==> src/verilog/acie_pkg.sv <==
package acie_pkg;
  // clocking: each instruction cycle is four oscillator periods
  localparam int unsigned CLK_FREQ_HZ = 50_000_000;
  localparam int unsigned CLK_PERIOD_NS = 1_000_000_000 / CLK_FREQ_HZ;
  localparam int unsigned PHASES_PER_CYCLE = 4;

  // apb register byte addresses
  localparam logic [11:0] REG_CTRL = 12'h000;
  localparam logic [11:0] REG_ACC = 12'h004;
  localparam logic [11:0] REG_PC = 12'h008;
  localparam logic [11:0] REG_FLAGS = 12'h00C;
  localparam int unsigned CTRL_RUN_BIT = 0;
  localparam logic CTRL_RUN_RST = 1'b0;

  // file register map; all but the port are held inside the core, port writes go to the file bus
  localparam logic [6:0] FA_PCL = 7'h02;
  localparam logic [6:0] FA_STATUS = 7'h03;
  localparam logic [6:0] FA_PORT = 7'h06;
  localparam logic [6:0] FA_PC_HIGH_HOLDING_LATCH = 7'h0A;
  localparam logic [6:0] FA_EVENT = 7'h0B;

  // status and event bit positions
  localparam int unsigned STAT_C = 0;
  localparam int unsigned STAT_DC = 1;
  localparam int unsigned STAT_Z = 2;
  localparam int unsigned STAT_OV = 6;
  localparam int unsigned EVT_BIT = 0;
  localparam int unsigned PCH_MSB = 4;
  localparam int unsigned PAGE_LSB = 3;

  // reset values
  localparam logic [7:0] STATUS_RST = 8'h00;
  localparam logic [7:0] PC_HIGH_HOLDING_LATCH_RST = 8'h00;
  localparam logic [7:0] ACC_RST = 8'h00;
  localparam logic [7:0] EVENT_RST = 8'h00;
  localparam logic [12:0] PC_RST = 13'h0000;
  localparam logic [13:0] INSN_NOP = 14'h0000;

  // opcode patterns, don't-care bits excluded from each compare
  localparam logic [5:0] OPC_ADD_ACC_TO_FILE = 6'h07;
  localparam logic [5:0] OPC_CLR = 6'h01;
  localparam logic [5:0] OPC_MOVF = 6'h08;
  localparam logic [6:0] OPC_MOVWF = 7'h01;
  localparam logic [4:0] OPC_ADD_LITERAL_TO_ACC = 5'h1F;
  localparam logic [3:0] OPC_MOVLW = 4'hC;
  localparam logic [3:0] OPC_BCF = 4'h4;
  localparam logic [3:0] OPC_BSF = 4'h5;
  localparam logic [3:0] OPC_BTFSC = 4'h6;
  localparam logic [3:0] OPC_BTFSS = 4'h7;
  localparam logic [2:0] OPC_GOTO = 3'h5;

  typedef enum logic [1:0] {PH_Q1, PH_Q2, PH_Q3, PH_Q4} acie_phase_t;
  typedef enum logic [2:0] {
    ALU_ADD, ALU_ADDL, ALU_PASS_W, ALU_PASS_F, ALU_MOVL, ALU_CLR, ALU_BSET, ALU_BCLR
  } acie_aluop_t;
endpackage : acie_pkg

==> src/verilog/acie_core.sv <==
// Function
// - file address field is seven bits, locations 0x00 to 0x7F
// - bit field selects one of bits 0 to 7 of the file byte
// - literal field is eight or eleven bits depending on instruction
// - don't-care opcode bits are ignored; tools should emit them as zero
// - destination bit 0 writes accumulator, 1 writes the addressed file register
// - flags set by the instruction override data written to status
// - reading program counter low byte leaves the high holding latch unchanged
// - low byte write loads result and copies holding latch into high byte
// - program counter high byte has no file address; only via latch
// - bit set and clear read whole byte, change one bit, write back
// - hardware status bits change only in phase one
// - instruction cycle is exactly four phases of one clock each
// - decode, read, process, write in phases one to four
// - add literal adds 8-bit literal into accumulator, updates C DC Z
// - add accumulator to file writes sum to chosen destination, updates C DC Z
// - program counter change or true skip costs a second, empty cycle
// - port register used as source takes pin values, not the latch
//
// Register access over APB and the placing of the registers were left to the implementer.
module acie_core
  import acie_pkg::*;
(
  input wire logic i_clk, // 50 MHz core clock
  input wire logic i_rstn, // async reset, active low
  input wire logic i_ce, // clock enable, freezes all state when low
  input wire logic i_psel, // apb select
  input wire logic i_penable, // apb enable
  input wire logic i_pwrite, // apb direction
  input wire logic [11:0] i_paddr, // apb byte address
  input wire logic [31:0] i_pwdata, // apb write data
  output logic [31:0] o_prdata, // apb read data
  output logic o_pready, // apb ready
  output logic o_pslverr, // apb error on unmapped address
  output logic [12:0] o_pm_addr, // program memory address
  input wire logic [13:0] i_pm_data, // program memory word
  output logic [6:0] o_file_addr, // file register address
  output logic o_file_re, // file read strobe, phase two
  output logic o_file_we, // file write strobe, phase four
  output logic [7:0] o_file_wdata, // file write data
  input wire logic [7:0] i_file_rdata, // file read data
  input wire logic [7:0] i_port_pins, // port pin levels
  input wire logic i_hw_event, // hardware event, sets event flag
  output logic [1:0] o_phase // current phase, 0 = first
);
  acie_phase_t phase_q;
  acie_phase_t phase_nx;
  logic run_q;
  logic [13:0] ir_q;
  logic [12:0] pc_q;
  logic [12:0] cur_pc_q;
  logic [7:0] w_q;
  logic [7:0] status_q;
  logic [7:0] status_d;
  logic [7:0] pc_high_holding_latch_q;
  logic [7:0] event_q;
  logic pend_q;
  logic [7:0] opnd_q;
  logic [7:0] res_q;
  logic c_q;
  logic dc_q;
  logic z_q;
  logic [6:0] file_addr_q;
  logic file_re_q;
  logic file_we_q;
  logic [7:0] file_wdata_q;
  logic [31:0] prdata_q;
  logic pready_q;
  logic pslverr_q;

  // decode fields
  wire [6:0] faddr = ir_q[6:0];
  wire dsel = ir_q[7];
  wire [2:0] bsel = ir_q[9:7];
  wire [7:0] lit8 = ir_q[7:0];
  wire [10:0] lit11 = ir_q[10:0];

  // opcode match, x bits left out of each compare
  wire is_add_acc_to_file = (ir_q[13:8] == OPC_ADD_ACC_TO_FILE);
  wire is_add_literal_to_acc = (ir_q[13:9] == OPC_ADD_LITERAL_TO_ACC);
  wire is_clear_file_register = (ir_q[13:8] == OPC_CLR) && dsel;
  wire is_clrw = (ir_q[13:8] == OPC_CLR) && !dsel;
  wire is_movf = (ir_q[13:8] == OPC_MOVF);
  wire is_movwf = (ir_q[13:7] == OPC_MOVWF);
  wire is_movlw = (ir_q[13:10] == OPC_MOVLW);
  wire is_bcf = (ir_q[13:10] == OPC_BCF);
  wire is_bsf = (ir_q[13:10] == OPC_BSF);
  wire is_btfsc = (ir_q[13:10] == OPC_BTFSC);
  wire is_btfss = (ir_q[13:10] == OPC_BTFSS);
  wire is_goto = (ir_q[13:11] == OPC_GOTO);
  // unlisted and reserved encodings fall through as no-operation

  wire is_int = (faddr == FA_PCL) || (faddr == FA_STATUS) || (faddr == FA_PC_HIGH_HOLDING_LATCH)
    || (faddr == FA_EVENT);
  wire needs_read = is_add_acc_to_file || is_movf || is_clear_file_register || is_bcf || is_bsf || is_btfsc
    || is_btfss;
  wire dest_file = ((is_add_acc_to_file || is_movf) && dsel) || is_clear_file_register || is_movwf || is_bcf
    || is_bsf;
  wire dest_w = ((is_add_acc_to_file || is_movf) && !dsel) || is_clrw || is_add_literal_to_acc
    || is_movlw;
  wire fl_add = is_add_acc_to_file || is_add_literal_to_acc;
  wire fl_z = fl_add || is_clear_file_register || is_clrw || is_movf;
  wire pcl_wr = dest_file && (faddr == FA_PCL);
  wire opnd_bit = opnd_q[bsel];
  wire skip = (is_btfsc && !opnd_bit) || (is_btfss && opnd_bit);
  wire redirect = pcl_wr || is_goto;

  // freeze only between cycles so a stop never splits an instruction
  wire adv = i_ce && (run_q || (phase_q != PH_Q1));
  wire at_q1 = adv && (phase_q == PH_Q1);
  wire at_q2 = adv && (phase_q == PH_Q2);
  wire at_q3 = adv && (phase_q == PH_Q3);
  wire at_q4 = adv && (phase_q == PH_Q4);

  // operand source; port reads the pins so self-updates see real levels
  wire [7:0] src = (faddr == FA_PCL) ? cur_pc_q[7:0]
    : (faddr == FA_STATUS) ? status_q
    : (faddr == FA_PC_HIGH_HOLDING_LATCH) ? pc_high_holding_latch_q
    : (faddr == FA_EVENT) ? event_q
    : (faddr == FA_PORT) ? i_port_pins
    : i_file_rdata;

  wire acie_aluop_t alu_op = is_add_acc_to_file ? ALU_ADD : is_add_literal_to_acc ? ALU_ADDL
    : (is_clear_file_register || is_clrw) ? ALU_CLR : is_movwf ? ALU_PASS_W : is_movlw ? ALU_MOVL
    : is_bsf ? ALU_BSET : is_bcf ? ALU_BCLR : ALU_PASS_F;
  wire [7:0] alu_res;
  wire alu_c;
  wire alu_dc;
  wire alu_z;

  acie_alu u_alu (
    .i_op(alu_op),
    .i_acc(w_q),
    .i_opnd(opnd_q),
    .i_lit(lit8),
    .i_bit(bsel),
    .o_res(alu_res),
    .o_carry(alu_c),
    .o_dcarry(alu_dc),
    .o_zero(alu_z)
  );

  // low byte write takes the upper bits from the latch, never a carry
  wire [12:0] pc_nx = pcl_wr ? {pc_high_holding_latch_q[PCH_MSB:0], res_q}
    : is_goto ? {pc_high_holding_latch_q[PCH_MSB:PAGE_LSB], lit11}
    : 13'(pc_q + 13'h0001);
  wire [13:0] ir_nx = (redirect || skip) ? INSN_NOP : i_pm_data;

  always_comb
  begin
    case (phase_q)
      PH_Q1: phase_nx = PH_Q2;
      PH_Q2: phase_nx = PH_Q3;
      PH_Q3: phase_nx = PH_Q4;
      default: phase_nx = PH_Q1;
    endcase
  end

  // status: flags computed by the instruction win over written data
  always_comb
  begin
    status_d = status_q;
    if (dest_file && (faddr == FA_STATUS))
      status_d = res_q;
    if (fl_add)
    begin
      status_d[STAT_C] = c_q;
      status_d[STAT_DC] = dc_q;
    end
    if (fl_z)
      status_d[STAT_Z] = z_q;
  end

  always_ff @(posedge i_clk or negedge i_rstn)
  begin
    if (!i_rstn)
      phase_q <= PH_Q1;
    else if (adv)
      phase_q <= phase_nx;
  end

  // phase one decode, two read, three process, four write
  always_ff @(posedge i_clk or negedge i_rstn)
  begin
    if (!i_rstn)
    begin
      file_addr_q <= 7'h00;
      file_re_q <= 1'b0;
      file_we_q <= 1'b0;
      file_wdata_q <= 8'h00;
      opnd_q <= 8'h00;
    end
    else if (at_q1)
    begin
      file_addr_q <= faddr;
      file_re_q <= needs_read && !is_int;
    end
    else if (at_q2)
    begin
      opnd_q <= src;
      file_re_q <= 1'b0;
    end
    else if (at_q3)
    begin
      file_we_q <= dest_file && !is_int;
      file_wdata_q <= alu_res;
    end
    else if (at_q4)
      file_we_q <= 1'b0;
  end

  always_ff @(posedge i_clk or negedge i_rstn)
  begin
    if (!i_rstn)
    begin
      res_q <= 8'h00;
      c_q <= 1'b0;
      dc_q <= 1'b0;
      z_q <= 1'b0;
    end
    else if (at_q3)
    begin
      res_q <= alu_res;
      c_q <= alu_c;
      dc_q <= alu_dc;
      z_q <= alu_z;
    end
  end

  always_ff @(posedge i_clk or negedge i_rstn)
  begin
    if (!i_rstn)
    begin
      w_q <= ACC_RST;
      status_q <= STATUS_RST;
      pc_high_holding_latch_q <= PC_HIGH_HOLDING_LATCH_RST;
    end
    else if (at_q4)
    begin
      if (dest_w)
        w_q <= res_q;
      status_q <= status_d;
      if (dest_file && (faddr == FA_PC_HIGH_HOLDING_LATCH))
        pc_high_holding_latch_q <= res_q;
    end
  end

  // fetch at the close of each cycle; a redirect discards the prefetch
  always_ff @(posedge i_clk or negedge i_rstn)
  begin
    if (!i_rstn)
    begin
      ir_q <= INSN_NOP;
      pc_q <= PC_RST;
      cur_pc_q <= PC_RST;
    end
    else if (at_q4)
    begin
      ir_q <= ir_nx;
      pc_q <= pc_nx;
      cur_pc_q <= redirect ? pc_nx : pc_q;
    end
  end

  // device events land in phase one only, never across a read-modify-write
  always_ff @(posedge i_clk or negedge i_rstn)
  begin
    if (!i_rstn)
      pend_q <= 1'b0;
    else if (i_ce)
      pend_q <= at_q1 ? 1'b0 : (pend_q || i_hw_event);
  end

  always_ff @(posedge i_clk or negedge i_rstn)
  begin
    if (!i_rstn)
      event_q <= EVENT_RST;
    else if (at_q1 && (pend_q || i_hw_event))
      event_q[EVT_BIT] <= 1'b1;
    else if (at_q4 && dest_file && (faddr == FA_EVENT))
      event_q <= res_q;
  end

  // apb slave: one wait-free access phase after setup
  wire setup = i_psel && !i_penable;
  wire wr_fire = i_psel && i_penable && pready_q && i_pwrite;
  wire addr_ok = (i_paddr == REG_CTRL) || (i_paddr == REG_ACC) || (i_paddr == REG_PC)
    || (i_paddr == REG_FLAGS);
  wire [31:0] rd_mux = (i_paddr == REG_CTRL) ? 32'(run_q)
    : (i_paddr == REG_ACC) ? 32'(w_q)
    : (i_paddr == REG_PC) ? 32'(pc_q)
    : (i_paddr == REG_FLAGS) ? {16'h0000, pc_high_holding_latch_q, status_q}
    : 32'h00000000;

  always_ff @(posedge i_clk or negedge i_rstn)
  begin
    if (!i_rstn)
    begin
      pready_q <= 1'b0;
      pslverr_q <= 1'b0;
      prdata_q <= 32'h00000000;
    end
    else if (i_ce)
    begin
      pready_q <= setup;
      pslverr_q <= setup && !addr_ok;
      prdata_q <= setup ? rd_mux : 32'h00000000;
    end
  end

  always_ff @(posedge i_clk or negedge i_rstn)
  begin
    if (!i_rstn)
      run_q <= CTRL_RUN_RST;
    else if (i_ce && wr_fire && (i_paddr == REG_CTRL))
      run_q <= i_pwdata[CTRL_RUN_BIT];
  end

  assign o_prdata = prdata_q;
  assign o_pready = pready_q;
  assign o_pslverr = pslverr_q;
  assign o_pm_addr = pc_q;
  assign o_file_addr = file_addr_q;
  assign o_file_re = file_re_q;
  assign o_file_we = file_we_q;
  assign o_file_wdata = file_wdata_q;
  assign o_phase = phase_q;
endmodule : acie_core

==> src/verilog/acie_alu.sv <==
module acie_alu
  import acie_pkg::*;
(
  input wire acie_aluop_t i_op, // operation
  input wire logic [7:0] i_acc, // accumulator
  input wire logic [7:0] i_opnd, // file operand
  input wire logic [7:0] i_lit, // 8-bit literal
  input wire logic [2:0] i_bit, // bit select
  output logic [7:0] o_res, // result byte
  output logic o_carry, // carry out of bit 7
  output logic o_dcarry, // carry out of bit 3
  output logic o_zero // result is zero
);
  logic [7:0] bit_hit;
  logic [7:0] add_b;
  logic [8:0] sum;
  logic [4:0] nib;

  for (genvar gi = 0; gi < 8; gi++)
  begin : g_bit
    assign bit_hit[gi] = (i_bit == 3'(gi));
  end

  assign add_b = (i_op == ALU_ADDL) ? i_lit : i_opnd;
  assign sum = {1'b0, i_acc} + {1'b0, add_b};
  assign nib = {1'b0, i_acc[3:0]} + {1'b0, add_b[3:0]};
  assign o_carry = sum[8];
  assign o_dcarry = nib[4];
  assign o_zero = (o_res == 8'h00);

  always_comb
  begin
    case (i_op)
      ALU_ADD: o_res = sum[7:0];
      ALU_ADDL: o_res = sum[7:0];
      ALU_PASS_W: o_res = i_acc;
      ALU_MOVL: o_res = i_lit;
      ALU_CLR: o_res = 8'h00;
      ALU_BSET: o_res = i_opnd | bit_hit;
      ALU_BCLR: o_res = i_opnd & ~bit_hit;
      default: o_res = i_opnd;
    endcase
  end
endmodule : acie_alu

==> config.mk <==
export PLATFORM = sky130hd
export DESIGN_NAME = acie_core
export DESIGN_NICKNAME = d
export VERILOG_FILES = /design/src/verilog/acie_pkg.sv /design/src/verilog/acie_core.sv /design/src/verilog/acie_alu.sv
export SDC_FILE = /design/constraint.sdc
export NUM_CORES = 1
export LEC_CHECK = 0
export ABC_AREA = 1
export BUFFER_PORTS_ARGS = -buffer_cell sky130_fd_sc_hd__buf_4
export CAP_MARGIN = 20
export CORE_MARGIN = 2
export CORE_UTILIZATION = 52
export DETAILED_ROUTE_END_ITERATION = 7
export MAX_ROUTING_LAYER = met4
export PLACE_DENSITY = 0.76
export SLEW_MARGIN = 20
export SYNTH_ARGS = -nofsm -noshare
export SYNTH_HDL_FRONTEND = slang
export SYNTH_SLANG_ARGS = --single-unit
==> constraint.sdc <==
create_clock -name i_clk -period 5.46 [get_ports i_clk]
set_clock_uncertainty 0.15 [all_clocks]
set_input_delay 1.092 -clock i_clk [delete_from_list [all_inputs] [get_ports i_clk]]
set_output_delay 1.092 -clock i_clk [all_outputs]
set_load 0.01 [all_outputs]
==> impl_results.md <==
* Status: completed
* TritonRoute pass-1 iters at 5
* Rows at 44
* Port buffer count at 99
* Area occupied by registers at 3130 um2
* Initial drt markers at 699
* Die width at 125 um
* P per Cell Area at 504 nW/um2
* Worst Setup Start Kind: register
* Setup TNS at 0 ps
* Most common cell type on the critical path: nand2_1
* Pleak at 4.71 nW
* Grt ovf at 0
* CTS tree: yes
* Worst setup path class: register to register
* Overall Global Routing Usage at 31.1%
* Placed Cells at 1311
* Register bit count reported by yosys at 125
* Peak supply drop at 271 uV
* Fin cells at 1343
* Layout area overhead at 17.2%
* Syn Area/Cell at 7.20 um2
* Register area share after synthesis at 41.0%
* Async SR Flop Fraction at 100%
* Top Ports at 147
* Cts bufs inserted at 17
* EDFF count, synth at 0
* Core area at 14400 um2
* Crit. End Element: register
* Unrepaired setup endpoints after global routing: false
* Crit path time final at 3310 ps
* Top delay family on crit path: simple AND/OR/NAND/NOR gates
* Antenna diode count at 0
* Slew HR at 28.6%
* Wire per inst at 17.1 um
* Max clock buf depth at 2
* Drt drc at 0
* Initial antenna violation count at 0
* Clk Latency, worst-skew pair at 430 ps
* Via density per instance at 5.62
* DP HPWL at 16900 um
* CP required at 5680 ps
* Clock transition at path regs at 60 ps
* Yosys warnings at 0
* Crit path buf inv count at 2
* Final wirelength at 22900 um
* Initial Utilization at 52.9%
* Die H at 125 um
* Ys flop type: dfrtp_1
* Max Slew Vio Count at 0
* Post-CTS setup buffers at 0
* Setup violators final at 0
* Final period util at 60.6%
* Commonest non-fill, non-tap cell in the layout: nand2_1
* Worst slew pin tran at 1070 ps
* Fin nets at 1242
* Max Freq at 302 MHz
* Slowest stage delay, CP at 610 ps
* Total number of vias at 7554
* Multi-input gate area at 3770 um2
* Most frequent cells in the layout: 333 x nand2_1, 125 x dfrtp_1, 123 x inv_1, 122 x o21ai_0, 103 x buf_4
* Hold-fix buffers at CTS at 0
* Gp weighted congestion at 0.997
* Cell Area, Synth at 7640 um2
* Largest fanout on the critical path at 19
* Final Hold Viols at 0
* Fill count at 1333
* Synth cell types at 45
* # H-tree levels at 4
* Vias in the first global route at 7092
* DP Area at 8380 um2
* Largest net degree at the start of global routing at 61
* Fin area at 8950 um2
* Max Cap Viol at 0
* Share of cells above drive strength 1 at 14.6%
* Slowest stage cell, crit path: o21ai_0
* Cells after synthesis at 1061
* Die ar. at 15700 um2
* Cts repair resizes at 0
* Remaining antenna violation count at 0
* Clk root buf: clkbuf_16
* Global-route wire length before repair at 36900 um
* CP arrival at 3530 ps
* Hold WC Path Type: register to register
* Sink Count at 125
* Crit path cell chain: inv_1, nor2_1, nand2_2, o21ai_0, ha_1, nand2_1, inv_1, nand2_1, nand2_1, nand2_1, nand3b_1, nand3_1, nand3_1, nor2_1, nand4_1, nand2_1
-- report_power, final --
part / internal, mW / switching (mW) / total (mW)
Clock: 0.677 / 0.422 / 1.10
Sequential: 1.21 / 0.340 / 1.55
Combinational: 0.639 / 1.23 / 1.87
-- through the flow --
step | power (mW) | hold slack, ps | util (%) | setup slack [ps]
after floorplan | 2.68 | 292 | - | 2750
after global placement | 3.33 | 312 | 58.1 | 2010
after detailed placement | 3.36 | 317 | 58.1 | 1930
after CTS | 4.48 | 333 | 62.1 | 2230
after global routing | 4.81 | 351 | 62.1 | 1920
final | 4.51 | 330 | 62.1 | 2150
-- tightest hold or removal path: stages (launching register included) --
cell,delay (ps)
dfrtp_1,340
nand2_1,50
nand2_1,60
-- cell families after synthesis --
kind of cell               after synthesis  synth area share, %
and+or+nand+nor                        519                 29.4
AOI/OAI and AO/OA                      213                 15.7
buffers and inverters                  180                 10.4
DFF                                    125                 41.0
adders and majority gates               15                 2.56
xor gates and xnor gates                 7                0.803
other                                    1               0.0491
muxes                                    1                0.131
-- cells in the mapped netlist (4+ instances only) --
library cell,count,area share [%]
inv_2,4,0.20
clkbuf_1,20,0.98
inv_1,123,6.0
buf_6,5,0.74
o211ai_1,16,1.6
nor2_2,5,0.41
buf_2,6,0.39
or2_2,5,0.41
nand2_2,6,0.49
nand3_1,66,4.3
buf_4,19,1.9
ha_1,14,2.3
nand2_1,333,16
o21ai_1,19,1.2
nor3_1,12,0.79
nor2_1,65,3.2
dfrtp_1,125,41
nand4_1,8,0.66
o22ai_1,5,0.41
o21ai_0,122,8.0
nand3_2,4,0.52
xor2_1,7,0.80
o21a_1,6,0.59
a32o_1,7,0.92
o221ai_1,4,0.46
a21oi_1,26,1.7
-- path summary, 6_finish.rpt --
path | start | end | slack [ps] | cells past startpoint
setup / recovery | ir_q[9]$_DFFE_PN0P_ | z_q$_DFFE_PN0P_ | 2150 | 16
hold / removal | ir_q[2]$_DFFE_PN0P_ | ir_q[2]$_DFFE_PN0P_ | 330 | 2
setup reg to reg | ir_q[9]$_DFFE_PN0P_ | z_q$_DFFE_PN0P_ | 2150 | 16
hold reg to reg | ir_q[2]$_DFFE_PN0P_ | ir_q[2]$_DFFE_PN0P_ | 330 | 2
max in group asynchronous | i_rstn | o_file_wdata[1]$_DFFE_PN0P_ | 3660 | 2
min in group asynchronous | i_rstn | o_pm_addr[2]$_DFFE_PN0P_ | 420 | 1
-- flip-flops by register name, indices dropped and copies added, names as in the netlist, 2 cells and up --
signal / cells
o_prdata: 16
ir_q: 14
o_pm_addr: 13
cur_pc_q: 8
event_q: 8
o_file_wdata: 8
opnd_q: 8
pc_high_holding_latch_q: 8
res_q: 8
status_q: 8
w_q: 8
o_file_addr: 7
o_phase: 2
-- per-layer routing --
| layer | routed length [um] | part of all wire, % | vias up | global-route usage, % |
|---|---|---|---|---|
| met5 | 0 | 0 | - | - |
| met4 | 975 | 4.3 | 0 | 15.0 |
| met3 | 1950 | 8.5 | 76 | 6.42 |
| met2 | 10400 | 45 | 390 | 46.2 |
| met1 | 9620 | 42 | 3501 | 40.9 |
| li1 | - | - | 3587 | - |
-- layout make-up --
type / instances / area share [%]
clock buffer: 20 / 4.99
clock inverter: 12 / 1.36
inverter: 128 / 5.37
multi-input combinational: 771 / 42.1
sequential: 125 / 34.9
tap: 184 / 2.57
timing repair buffer: 103 / 8.64
No activity file was read; power rests on OpenSTA's default activity.
